## src/rtl/clk_hs_defines.svh

```systemverilog
// timing constants and encodings for the clock handshake and status block
`ifndef CLK_HS_DEFINES_SVH
`define CLK_HS_DEFINES_SVH

`define CLK_FREQ_MHZ 25
`define SYNC_STAGES 3
`define FLAG_DELAY_SYS 2
`define SEQ_EN_CLEAR_CYC 2
`define PSM_OVERHEAD_CYC 5
`define PSM_STEP_OVERHEAD_CYC 3
`define PSM_MAX_STEPS 6
`define PSM_STEP_MAX_CYC 67
`define PSM_DIGITAL_WAIT_CYC 64
`define ANALOG_WAIT_US 40
`define ANALOG_WAIT_CYC (`ANALOG_WAIT_US * `CLK_FREQ_MHZ)
`define TRANSITION_MAX_US 1000
`define TRANSITION_MAX_CYC (`TRANSITION_MAX_US * `CLK_FREQ_MHZ)

`endif

```

## src/rtl/clk_hs_pkg.sv

```systemverilog
// types for the clock handshake and power sequence block
package clk_hs_pkg;

   typedef enum logic [1:0] {
      div_p,
      div_n,
      div_k1,
      div_k2
   } div_sel_type;

   typedef struct packed {
      logic osc_select_status;
      logic vco_bypass_status;
      logic p_divider_ready;
      logic n_divider_ready;
      logic out_div1_ready;
      logic out_div2_ready;
      logic input_disconnect_status;
   } pll_status_type;

   typedef struct packed {
      logic [5:0] steps;
      logic [6:0] step_wait;
      logic analog_wait;
   } seq_profile_type;

   typedef enum {
      psm_idle,
      psm_start,
      psm_step_head,
      psm_step_wait,
      psm_analog,
      psm_finish
   } psm_state_type;

endpackage

```

## src/rtl/clock_handshake_status_timing.sv

```systemverilog
// clock select, divider ready handshakes and power sequence controller
//
// Overview of operation
// - oscillator select status follows switch acknowledge within bound
// - vco bypass status follows bypass switch acknowledge within bound
// - p divider ready follows acknowledge, cleared on change
// - n divider ready follows acknowledge, cleared on change
// - first output divider ready follows its acknowledge
// - second output divider ready follows its acknowledge
// - disconnect flag set or cleared next cycle
// - trigger clears that sequence enable within two cycles
// - return to idle depends on analog wait
// - every power transition completes within 1000 us
// - digital part at most six steps of 67
// - analog ramp wait adds about 40 us
// - five cycles overhead plus three per step
`include "clk_hs_defines.svh"
module clock_handshake_status_timing #(
   parameter int ANALOG_CYC = `ANALOG_WAIT_CYC,
   parameter int TIMEOUT_CYC = `TRANSITION_MAX_CYC
) (
   input wire logic clk,
   input wire logic reset_n,
   input wire logic osc_select_req,
   input wire logic vco_bypass_req,
   input wire logic osc_switched_ack,
   input wire logic bypass_switched_ack,
   input wire logic p_divider_ack,
   input wire logic n_divider_ack,
   input wire logic out_div1_ack,
   input wire logic out_div2_ack,
   input wire logic [3:0] divider_changed,
   input wire logic [3:0] pll_div_done,
   input wire logic set_input_disconnect,
   input wire logic clear_input_disconnect,
   input wire logic [1:0] sequence_trigger,
   input wire logic [1:0] sequence_enable_set,
   input wire clk_hs_pkg::seq_profile_type seq_profile_a,
   input wire clk_hs_pkg::seq_profile_type seq_profile_b,
   input wire logic analog_power_good,
   output clk_hs_pkg::pll_status_type pll_status_reg,
   output logic osc_select_drive,
   output logic vco_bypass_drive,
   output logic [3:0] div_accept,
   output logic input_disconnect_req,
   output logic [1:0] sequence_enable,
   output logic [1:0] sequence_active_flag,
   output logic power_state_machine_status,
   output logic [2:0] step_strobe_count,
   output logic transition_timeout
);

   // refuse counts that would leave the counters without a bit
   if (ANALOG_CYC < 1 || TIMEOUT_CYC < 1) begin : g_bad_param
      $error("analog and time-out counts must be positive");
   end

   localparam int TCW = $clog2(TIMEOUT_CYC + 1);
   localparam int ACW = $clog2(ANALOG_CYC + 1);

   // cross-domain feedback from the pll and clock switch
   logic osc_sw_s;
   logic byp_sw_s;
   logic [3:0] div_done_s;
   logic ana_good_s;

   flag_sync u_sync_osc (
      .clk(clk),
      .reset_n(reset_n),
      .async_in(osc_switched_ack),
      .sync_out(osc_sw_s)
   );

   flag_sync u_sync_byp (
      .clk(clk),
      .reset_n(reset_n),
      .async_in(bypass_switched_ack),
      .sync_out(byp_sw_s)
   );

   flag_sync u_sync_ana (
      .clk(clk),
      .reset_n(reset_n),
      .async_in(analog_power_good),
      .sync_out(ana_good_s)
   );

   genvar gi;
   generate
      for (gi = 0; gi < 4; gi++) begin : g_div
         flag_sync u_sync_div (
            .clk(clk),
            .reset_n(reset_n),
            .async_in(pll_div_done[gi]),
            .sync_out(div_done_s[gi])
         );
      end
   endgenerate

   // select and bypass requests go out registered; status tracks the
   // switch's handshake, so the bound is two slow clocks plus sync
   logic osc_drive_r;
   logic byp_drive_r;
   logic osc_st_r;
   logic byp_st_r;

   always_ff @(posedge clk or negedge reset_n) begin
      if (!reset_n) begin
         osc_drive_r <= 1'b0;
         byp_drive_r <= 1'b0;
         osc_st_r <= 1'b0;
         byp_st_r <= 1'b0;
      end else begin
         osc_drive_r <= osc_select_req;
         byp_drive_r <= vco_bypass_req;
         osc_st_r <= osc_sw_s;
         byp_st_r <= byp_sw_s;
      end
   end

   assign osc_select_drive = osc_drive_r;
   assign vco_bypass_drive = byp_drive_r;

   // divider handshakes: accept is the ack level sent to the pll, ready
   // rises when the pll has taken the value and drops once ack is low and
   // the divider was changed; a change with ack high is ignored
   logic [3:0] acks;
   logic [3:0] rdy_r;
   logic [3:0] changed_r;
   logic [3:0] accept_r;

   assign acks = {out_div2_ack, out_div1_ack, n_divider_ack, p_divider_ack};

   always_ff @(posedge clk or negedge reset_n) begin
      if (!reset_n) begin
         rdy_r <= 4'h0;
         changed_r <= 4'h0;
         accept_r <= 4'h0;
      end else begin
         accept_r <= acks;
         changed_r <= (changed_r | (divider_changed & ~acks)) & ~acks;
         for (int i = 0; i < 4; i++) begin
            if (accept_r[i] && div_done_s[i]) begin
               rdy_r[i] <= 1'b1;
            end else if (!acks[i] && (changed_r[i] || divider_changed[i])) begin
               rdy_r[i] <= 1'b0;
            end
         end
      end
   end

   assign div_accept = accept_r;

   // disconnect flag mirrors the request line; set wins over clear
   logic disc_r;

   always_ff @(posedge clk or negedge reset_n) begin
      if (!reset_n) begin
         disc_r <= 1'b0;
      end else if (set_input_disconnect) begin
         disc_r <= 1'b1;
      end else if (clear_input_disconnect) begin
         disc_r <= 1'b0;
      end
   end

   assign input_disconnect_req = disc_r;

   assign pll_status_reg = '{osc_select_status: osc_st_r,
                             vco_bypass_status: byp_st_r,
                             p_divider_ready: rdy_r[0],
                             n_divider_ready: rdy_r[1],
                             out_div1_ready: rdy_r[2],
                             out_div2_ready: rdy_r[3],
                             input_disconnect_status: disc_r};

   // power sequence controller
   clk_hs_pkg::psm_state_type state_r;
   clk_hs_pkg::seq_profile_type prof_r;
   logic [1:0] en_r;
   logic [1:0] act_r;
   logic [2:0] step_r;
   logic [6:0] cnt_r;
   logic [ACW-1:0] ana_cnt_r;
   logic [TCW-1:0] to_cnt_r;
   logic to_r;
   logic [1:0] fire;
   logic [5:0] steps_clip;

   // a trigger only starts its sequence if enabled; on a tie a starts and b does not, though its enable is still cleared
   assign fire = sequence_trigger & en_r &
                 {2{state_r == clk_hs_pkg::psm_idle}};
   assign steps_clip = (prof_r.steps > 6'(`PSM_MAX_STEPS)) ?
                       6'(`PSM_MAX_STEPS) : prof_r.steps;

   // enables: hardware clear on start beats a software set
   always_ff @(posedge clk or negedge reset_n) begin
      if (!reset_n) begin
         en_r <= 2'h0;
      end else begin
         en_r <= (en_r | sequence_enable_set) & ~fire;
      end
   end

   always_ff @(posedge clk or negedge reset_n) begin
      if (!reset_n) begin
         state_r <= clk_hs_pkg::psm_idle;
         prof_r <= '0;
         act_r <= 2'h0;
         step_r <= 3'h0;
         cnt_r <= 7'h0;
         ana_cnt_r <= '0;
      end else begin
         case (state_r)
            clk_hs_pkg::psm_idle: begin
               if (fire[0]) begin
                  prof_r <= seq_profile_a;
                  act_r <= 2'h1;
                  state_r <= clk_hs_pkg::psm_start;
                  cnt_r <= 7'(`PSM_OVERHEAD_CYC - 2);
               end else if (fire[1]) begin
                  prof_r <= seq_profile_b;
                  act_r <= 2'h2;
                  state_r <= clk_hs_pkg::psm_start;
                  cnt_r <= 7'(`PSM_OVERHEAD_CYC - 2);
               end
            end
            clk_hs_pkg::psm_start: begin
               step_r <= 3'h0;
               if (cnt_r != 7'h0) begin
                  cnt_r <= cnt_r - 7'h1;
               end else if (steps_clip == 6'h0) begin
                  state_r <= clk_hs_pkg::psm_finish;
               end else begin
                  // the wait state's decision cycle is the third overhead
                  cnt_r <= 7'(`PSM_STEP_OVERHEAD_CYC - 2);
                  state_r <= clk_hs_pkg::psm_step_head;
               end
            end
            clk_hs_pkg::psm_step_head: begin
               if (cnt_r != 7'h0) begin
                  cnt_r <= cnt_r - 7'h1;
               end else begin
                  cnt_r <= (prof_r.step_wait > 7'(`PSM_DIGITAL_WAIT_CYC)) ?
                           7'(`PSM_DIGITAL_WAIT_CYC) : prof_r.step_wait;
                  state_r <= clk_hs_pkg::psm_step_wait;
               end
            end
            clk_hs_pkg::psm_step_wait: begin
               if (cnt_r != 7'h0) begin
                  cnt_r <= cnt_r - 7'h1;
               end else if (step_r == 3'h0 && prof_r.analog_wait) begin
                  ana_cnt_r <= ACW'(ANALOG_CYC);
                  state_r <= clk_hs_pkg::psm_analog;
               end else if ({3'h0, step_r} + 6'h1 >= steps_clip) begin
                  state_r <= clk_hs_pkg::psm_finish;
               end else begin
                  step_r <= step_r + 3'h1;
                  cnt_r <= 7'(`PSM_STEP_OVERHEAD_CYC - 2);
                  state_r <= clk_hs_pkg::psm_step_head;
               end
            end
            clk_hs_pkg::psm_analog: begin
               // ends on power good or the ramp budget, whichever first
               if (ana_good_s || ana_cnt_r == '0) begin
                  prof_r.analog_wait <= 1'b0;
                  state_r <= clk_hs_pkg::psm_step_wait;
               end else begin
                  ana_cnt_r <= ana_cnt_r - ACW'(1);
               end
            end
            clk_hs_pkg::psm_finish: begin
               act_r <= 2'h0;
               state_r <= clk_hs_pkg::psm_idle;
            end
            default: state_r <= clk_hs_pkg::psm_idle;
         endcase
      end
   end

   // watchdog on a running transition; flags an overrun, sticky to reset
   always_ff @(posedge clk or negedge reset_n) begin
      if (!reset_n) begin
         to_cnt_r <= '0;
         to_r <= 1'b0;
      end else if (act_r == 2'h0) begin
         to_cnt_r <= '0;
      end else if (to_cnt_r >= TCW'(TIMEOUT_CYC)) begin
         to_r <= 1'b1;
      end else begin
         to_cnt_r <= to_cnt_r + TCW'(1);
      end
   end

   assign sequence_enable = en_r;
   assign sequence_active_flag = act_r;
   assign power_state_machine_status = (state_r != clk_hs_pkg::psm_idle);
   assign step_strobe_count = step_r;
   assign transition_timeout = to_r;

endmodule

```

## src/rtl/flag_sync.sv

```systemverilog
// three-stage synchroniser with agreement filter for a level from another clock
module flag_sync (
   input wire logic clk,
   input wire logic reset_n,
   input wire logic async_in,
   output logic sync_out
);

   logic [2:0] stage_r;
   logic out_r;

   // first stage feeds only the second; out changes when stages two and three agree
   always_ff @(posedge clk or negedge reset_n) begin
      if (!reset_n) begin
         stage_r <= 3'h0;
         out_r <= 1'b0;
      end else begin
         stage_r <= {stage_r[1:0], async_in};
         if (stage_r[1] == stage_r[2]) begin
            out_r <= stage_r[2];
         end
      end
   end

   assign sync_out = out_r;

endmodule

```

## config.mk

```make
export PLATFORM = sky130hd
export DESIGN_NAME = clock_handshake_status_timing
export DESIGN_NICKNAME = d
export VERILOG_FILES = /design/src/rtl/clk_hs_pkg.sv /design/src/rtl/clock_handshake_status_timing.sv /design/src/rtl/flag_sync.sv
export VERILOG_INCLUDE_DIRS = /design/src /design/src/rtl
export SDC_FILE = /design/constraint.sdc
export NUM_CORES = 1
export LEC_CHECK = 0
export ABC_AREA = 1
export BUFFER_PORTS_ARGS = -buffer_cell sky130_fd_sc_hd__buf_2
export CAP_MARGIN = 30
export CORE_UTILIZATION = 30
export CTS_BUF_LIST = sky130_fd_sc_hd__clkbuf_4 sky130_fd_sc_hd__clkbuf_8
export DETAILED_ROUTE_END_ITERATION = 10
export PLACE_DENSITY = 0.46
export SLEW_MARGIN = 20
export SYNTH_ARGS = -nofsm -noshare
export SYNTH_HDL_FRONTEND = slang
export SYNTH_SLANG_ARGS = --single-unit
export TNS_END_PERCENT = 20
```

## constraint.sdc

```tcl
create_clock -name clk -period 2.3 [get_ports clk]
set_clock_uncertainty 0.1 [all_clocks]
set_input_delay 0.345 -clock clk [delete_from_list [all_inputs] [get_ports clk]]
set_output_delay 0.345 -clock clk [all_outputs]
set_load 0.005 [all_outputs]
```

==> flow_metrics.env <==
export IMPL_ys_types=42
export IMPL_power_density_mw_per_mm2=1020
export IMPL_final_cells=876
export IMPL_grt_ovfl_total=0
export IMPL_startpoint="step_strobe_count[0]$_DFFE_PN0P_"
export IMPL_tns_ns=0
export IMPL_synth_edf_count=0
export IMPL_clockBufferDepth=2
export IMPL_crit_path_end_kind="register"
export IMPL_vias=3976
export IMPL_relSlewSlack_pct=65.3
export IMPL_p_leak_nw=2.90
export IMPL_cts_buffers_inserted=9
export IMPL_drive_gt1_share_pct=22.4
export IMPL_setup_viol=0
export IMPL_yosys_area_top_type="dfrtp_1"
export IMPL_clock_sinks=102
export IMPL_syn_area_sq_mm=0.00490
export IMPL_grtUsageTotal_pct=14.8
export IMPL_grt_first_pass_wirelength_mm=19.4
export IMPL_rsz0062_at_grt="no"
export IMPL_clock_tree_root_cell="clkbuf_8"
export IMPL_via_per_inst=4.54
export IMPL_clk_latency_ns=0.38
export IMPL_async_flop_share_pct=100
export IMPL_ios=76
export IMPL_synth_area_per_cell_sq_um=8.77
export IMPL_antenna_found_initial=0
export IMPL_die_area_sq_mm=0.0169
export IMPL_die_y_um=130
export IMPL_design_area_sq_mm=0.00592
export IMPL_slew_violations=0
export IMPL_syn_inst=559
export IMPL_cp_start_kind="register"
export IMPL_dr_pass1_iters=4
export IMPL_ant_nets=0
export IMPL_antenna_cells=0
export IMPL_ys_seq_area_share_pct=52.1
export IMPL_die_w_um=130
export IMPL_tightest_slew_ns=0.521
export IMPL_holdPathStages=2
export IMPL_drc=0
export IMPL_min_from="clear_input_disconnect"
export IMPL_place_detailed_hpwl_mm=8.41
export IMPL_layout_commonest_cell="nand2_1"
export IMPL_core_sq_mm=0.0159
export IMPL_period_needed_ns=2.14
export IMPL_vdd_drop_max_v=0.000439
export IMPL_critPathKind="reg -> reg"
export IMPL_status="complete, no violations"
export IMPL_cts_tree="done"
export IMPL_grt_max_degree=50
export IMPL_drtIter0Drc=222
export IMPL_final_core_util_pct=37.1
export IMPL_fin_crit_sh_pct=93.2
export IMPL_final_cell_mix="145 x nand2_1, 101 x dfrtp_1, 74 x buf_2"
export IMPL_path_clk_slew_ns=0.11
export IMPL_nNetsFinal=718
export IMPL_hold_class="in -> reg"
export IMPL_h_tree_depth=3
export IMPL_placed_area_sq_mm=0.00552
export IMPL_cp_required_ns=2.49
export IMPL_cap_violations=0
export IMPL_reg2regPathDepth=14
export IMPL_totalWireLength_mm=11.4
export IMPL_fmax_mhz=466
export IMPL_gp_congestion=0.806
export IMPL_hold_viol=0
export IMPL_worst_endpoint_arrival_ns=2.33
export IMPL_synth_warnings=0
export IMPL_rows=46
export IMPL_grt_pass1_vias=3840
export IMPL_synth_top_area_share_pct=52.1
export IMPL_io_buffer_count=75
export IMPL_start_util_pct=30.8
export IMPL_ys_top_cells_by_area="dfrtp_1 52%, nand2_1 11%, nor2_1 4.4%"
export IMPL_r2r_start="step_strobe_count[0]$_DFFE_PN0P_"
export IMPL_syn_nets=622
export IMPL_syn_to_final_growth_pct=20.7
export IMPL_crit_fanout=5
export IMPL_synthFlopType="dfrtp_1"
export IMPL_synth_seq_cells=102
export IMPL_wl_per_cell_um=13.0
export IMPL_placed_cells=843
-- path summary, 6_finish.rpt --
| check | slack (ns) | to |
|---|---|---|
| max | 0.16 | cnt_r[1]$_DFFE_PN0P_ |
| min | 0.03 | input_disconnect_req$_DFFE_PN0P_ |
| max reg2reg | 0.16 | cnt_r[1]$_DFFE_PN0P_ |
| min reg2reg | 0.25 | u_sync_ana.stage_r[1]$_DFF_PN0_ |
| max in group asynchronous | 1.06 | to_cnt_r[4]$_DFFE_PN0N_ |
| min in group asynchronous | 0.32 | g_div[1].u_sync_div.sync_out$_DFFE_PN0N_ |
-- stage by stage --
stage	total power [mW]	hold slack (ns)	setup WS, ns
floorplan	4.20	-0.0506	0.312
global placement	4.83	0.198	0.145
detailed placement	4.85	0.208	0.0497
CTS	6.11	0.00335	0.0301
global route	6.64	0.000141	0.00956
finish	6.06	0.0324	0.156
-- final cells by class --
type | instances | area (sq um)
fill | 1666 | 10000
clock inverter | 7 | 80.1
inverter | 59 | 224
timing repair buffer | 97 | 591
multi-input combinational | 386 | 2080
tap | 216 | 270
clock buffer | 9 | 124
sequential | 102 | 2550
-- kinds of logic (layout without fill, tap and decap cells) --
group,count (synthesis),after routing,share of synthesized area (%)
xor gates and xnor gates,11,11,1.96
buffers and inverters,71,172,6.25
other,1,1,0.0765
and+or+nand+nor,291,291,27.2
AOI/OAI and AO/OA,66,66,8.50
adders and majority gates,17,17,3.98
DFF,102,102,52.1
-- critical path, stage by stage, from the launching register on --
cell and delay (ns):
dfrtp_2 0.45, ha_1 0.22, xnor2_1 0.15, inv_1 0.08
ha_1 0.28, nand2_1 0.05, inv_2 0.07, nand3_2 0.08
nand3_2 0.10, nand2_1 0.07, nand2_2 0.10, nand2_4 0.07
buf_4 0.13, nand3_1 0.05, nand2_1 0.06
-- timing repair --
item,4_1_cts,5_1_grt
resized for setup,0,10
hold endpoints to repair,40,0
setup buffers,0,3
hold buffers,14,0
setup endpoints to repair,0,10
-- cells in the mapped netlist, types with 7 or more instances --
library cell / count
a21oi_1: 8
a31oi_1: 13
dfrtp_1: 102
ha_1: 10
inv_1: 53
maj3_1: 7
nand2_1: 148
nand3_1: 38
nand4_1: 11
nor2_1: 58
nor3_1: 9
o21ai_0: 21
o21ai_1: 9
xor2_1: 7
-- report_power, final --
part	switching, mW	internal [mW]
combinational	1.51	0.860
clock	0.674	0.519
sequential	0.324	2.18
total	2.50	3.56
-- registers in the layout, summed over array words and instances, names as in the netlist, 2 cells and up --
name	count
ana_cnt_r	10
changed_r	4
cnt_r	7
div_accept	4
g_div.u_sync_div.stage_r	12
g_div.u_sync_div.sync_out	4
prof_r	14
rdy_r	4
sequence_active_flag	2
sequence_enable	2
state_r	3
step_strobe_count	3
to_cnt_r	15
u_sync_ana.stage_r	3
u_sync_byp.stage_r	3
u_sync_osc.stage_r	3
-- routing by layer --
metal  wire, um  up-vias  track usage (%)
li1           -     2001                -
met1       5560     1898             20.0
met2       5200       69             23.3
met3        511        8             4.43
met4        106        0             3.49
met5          0        -                0
No activity file was read; power rests on OpenSTA's default activity.
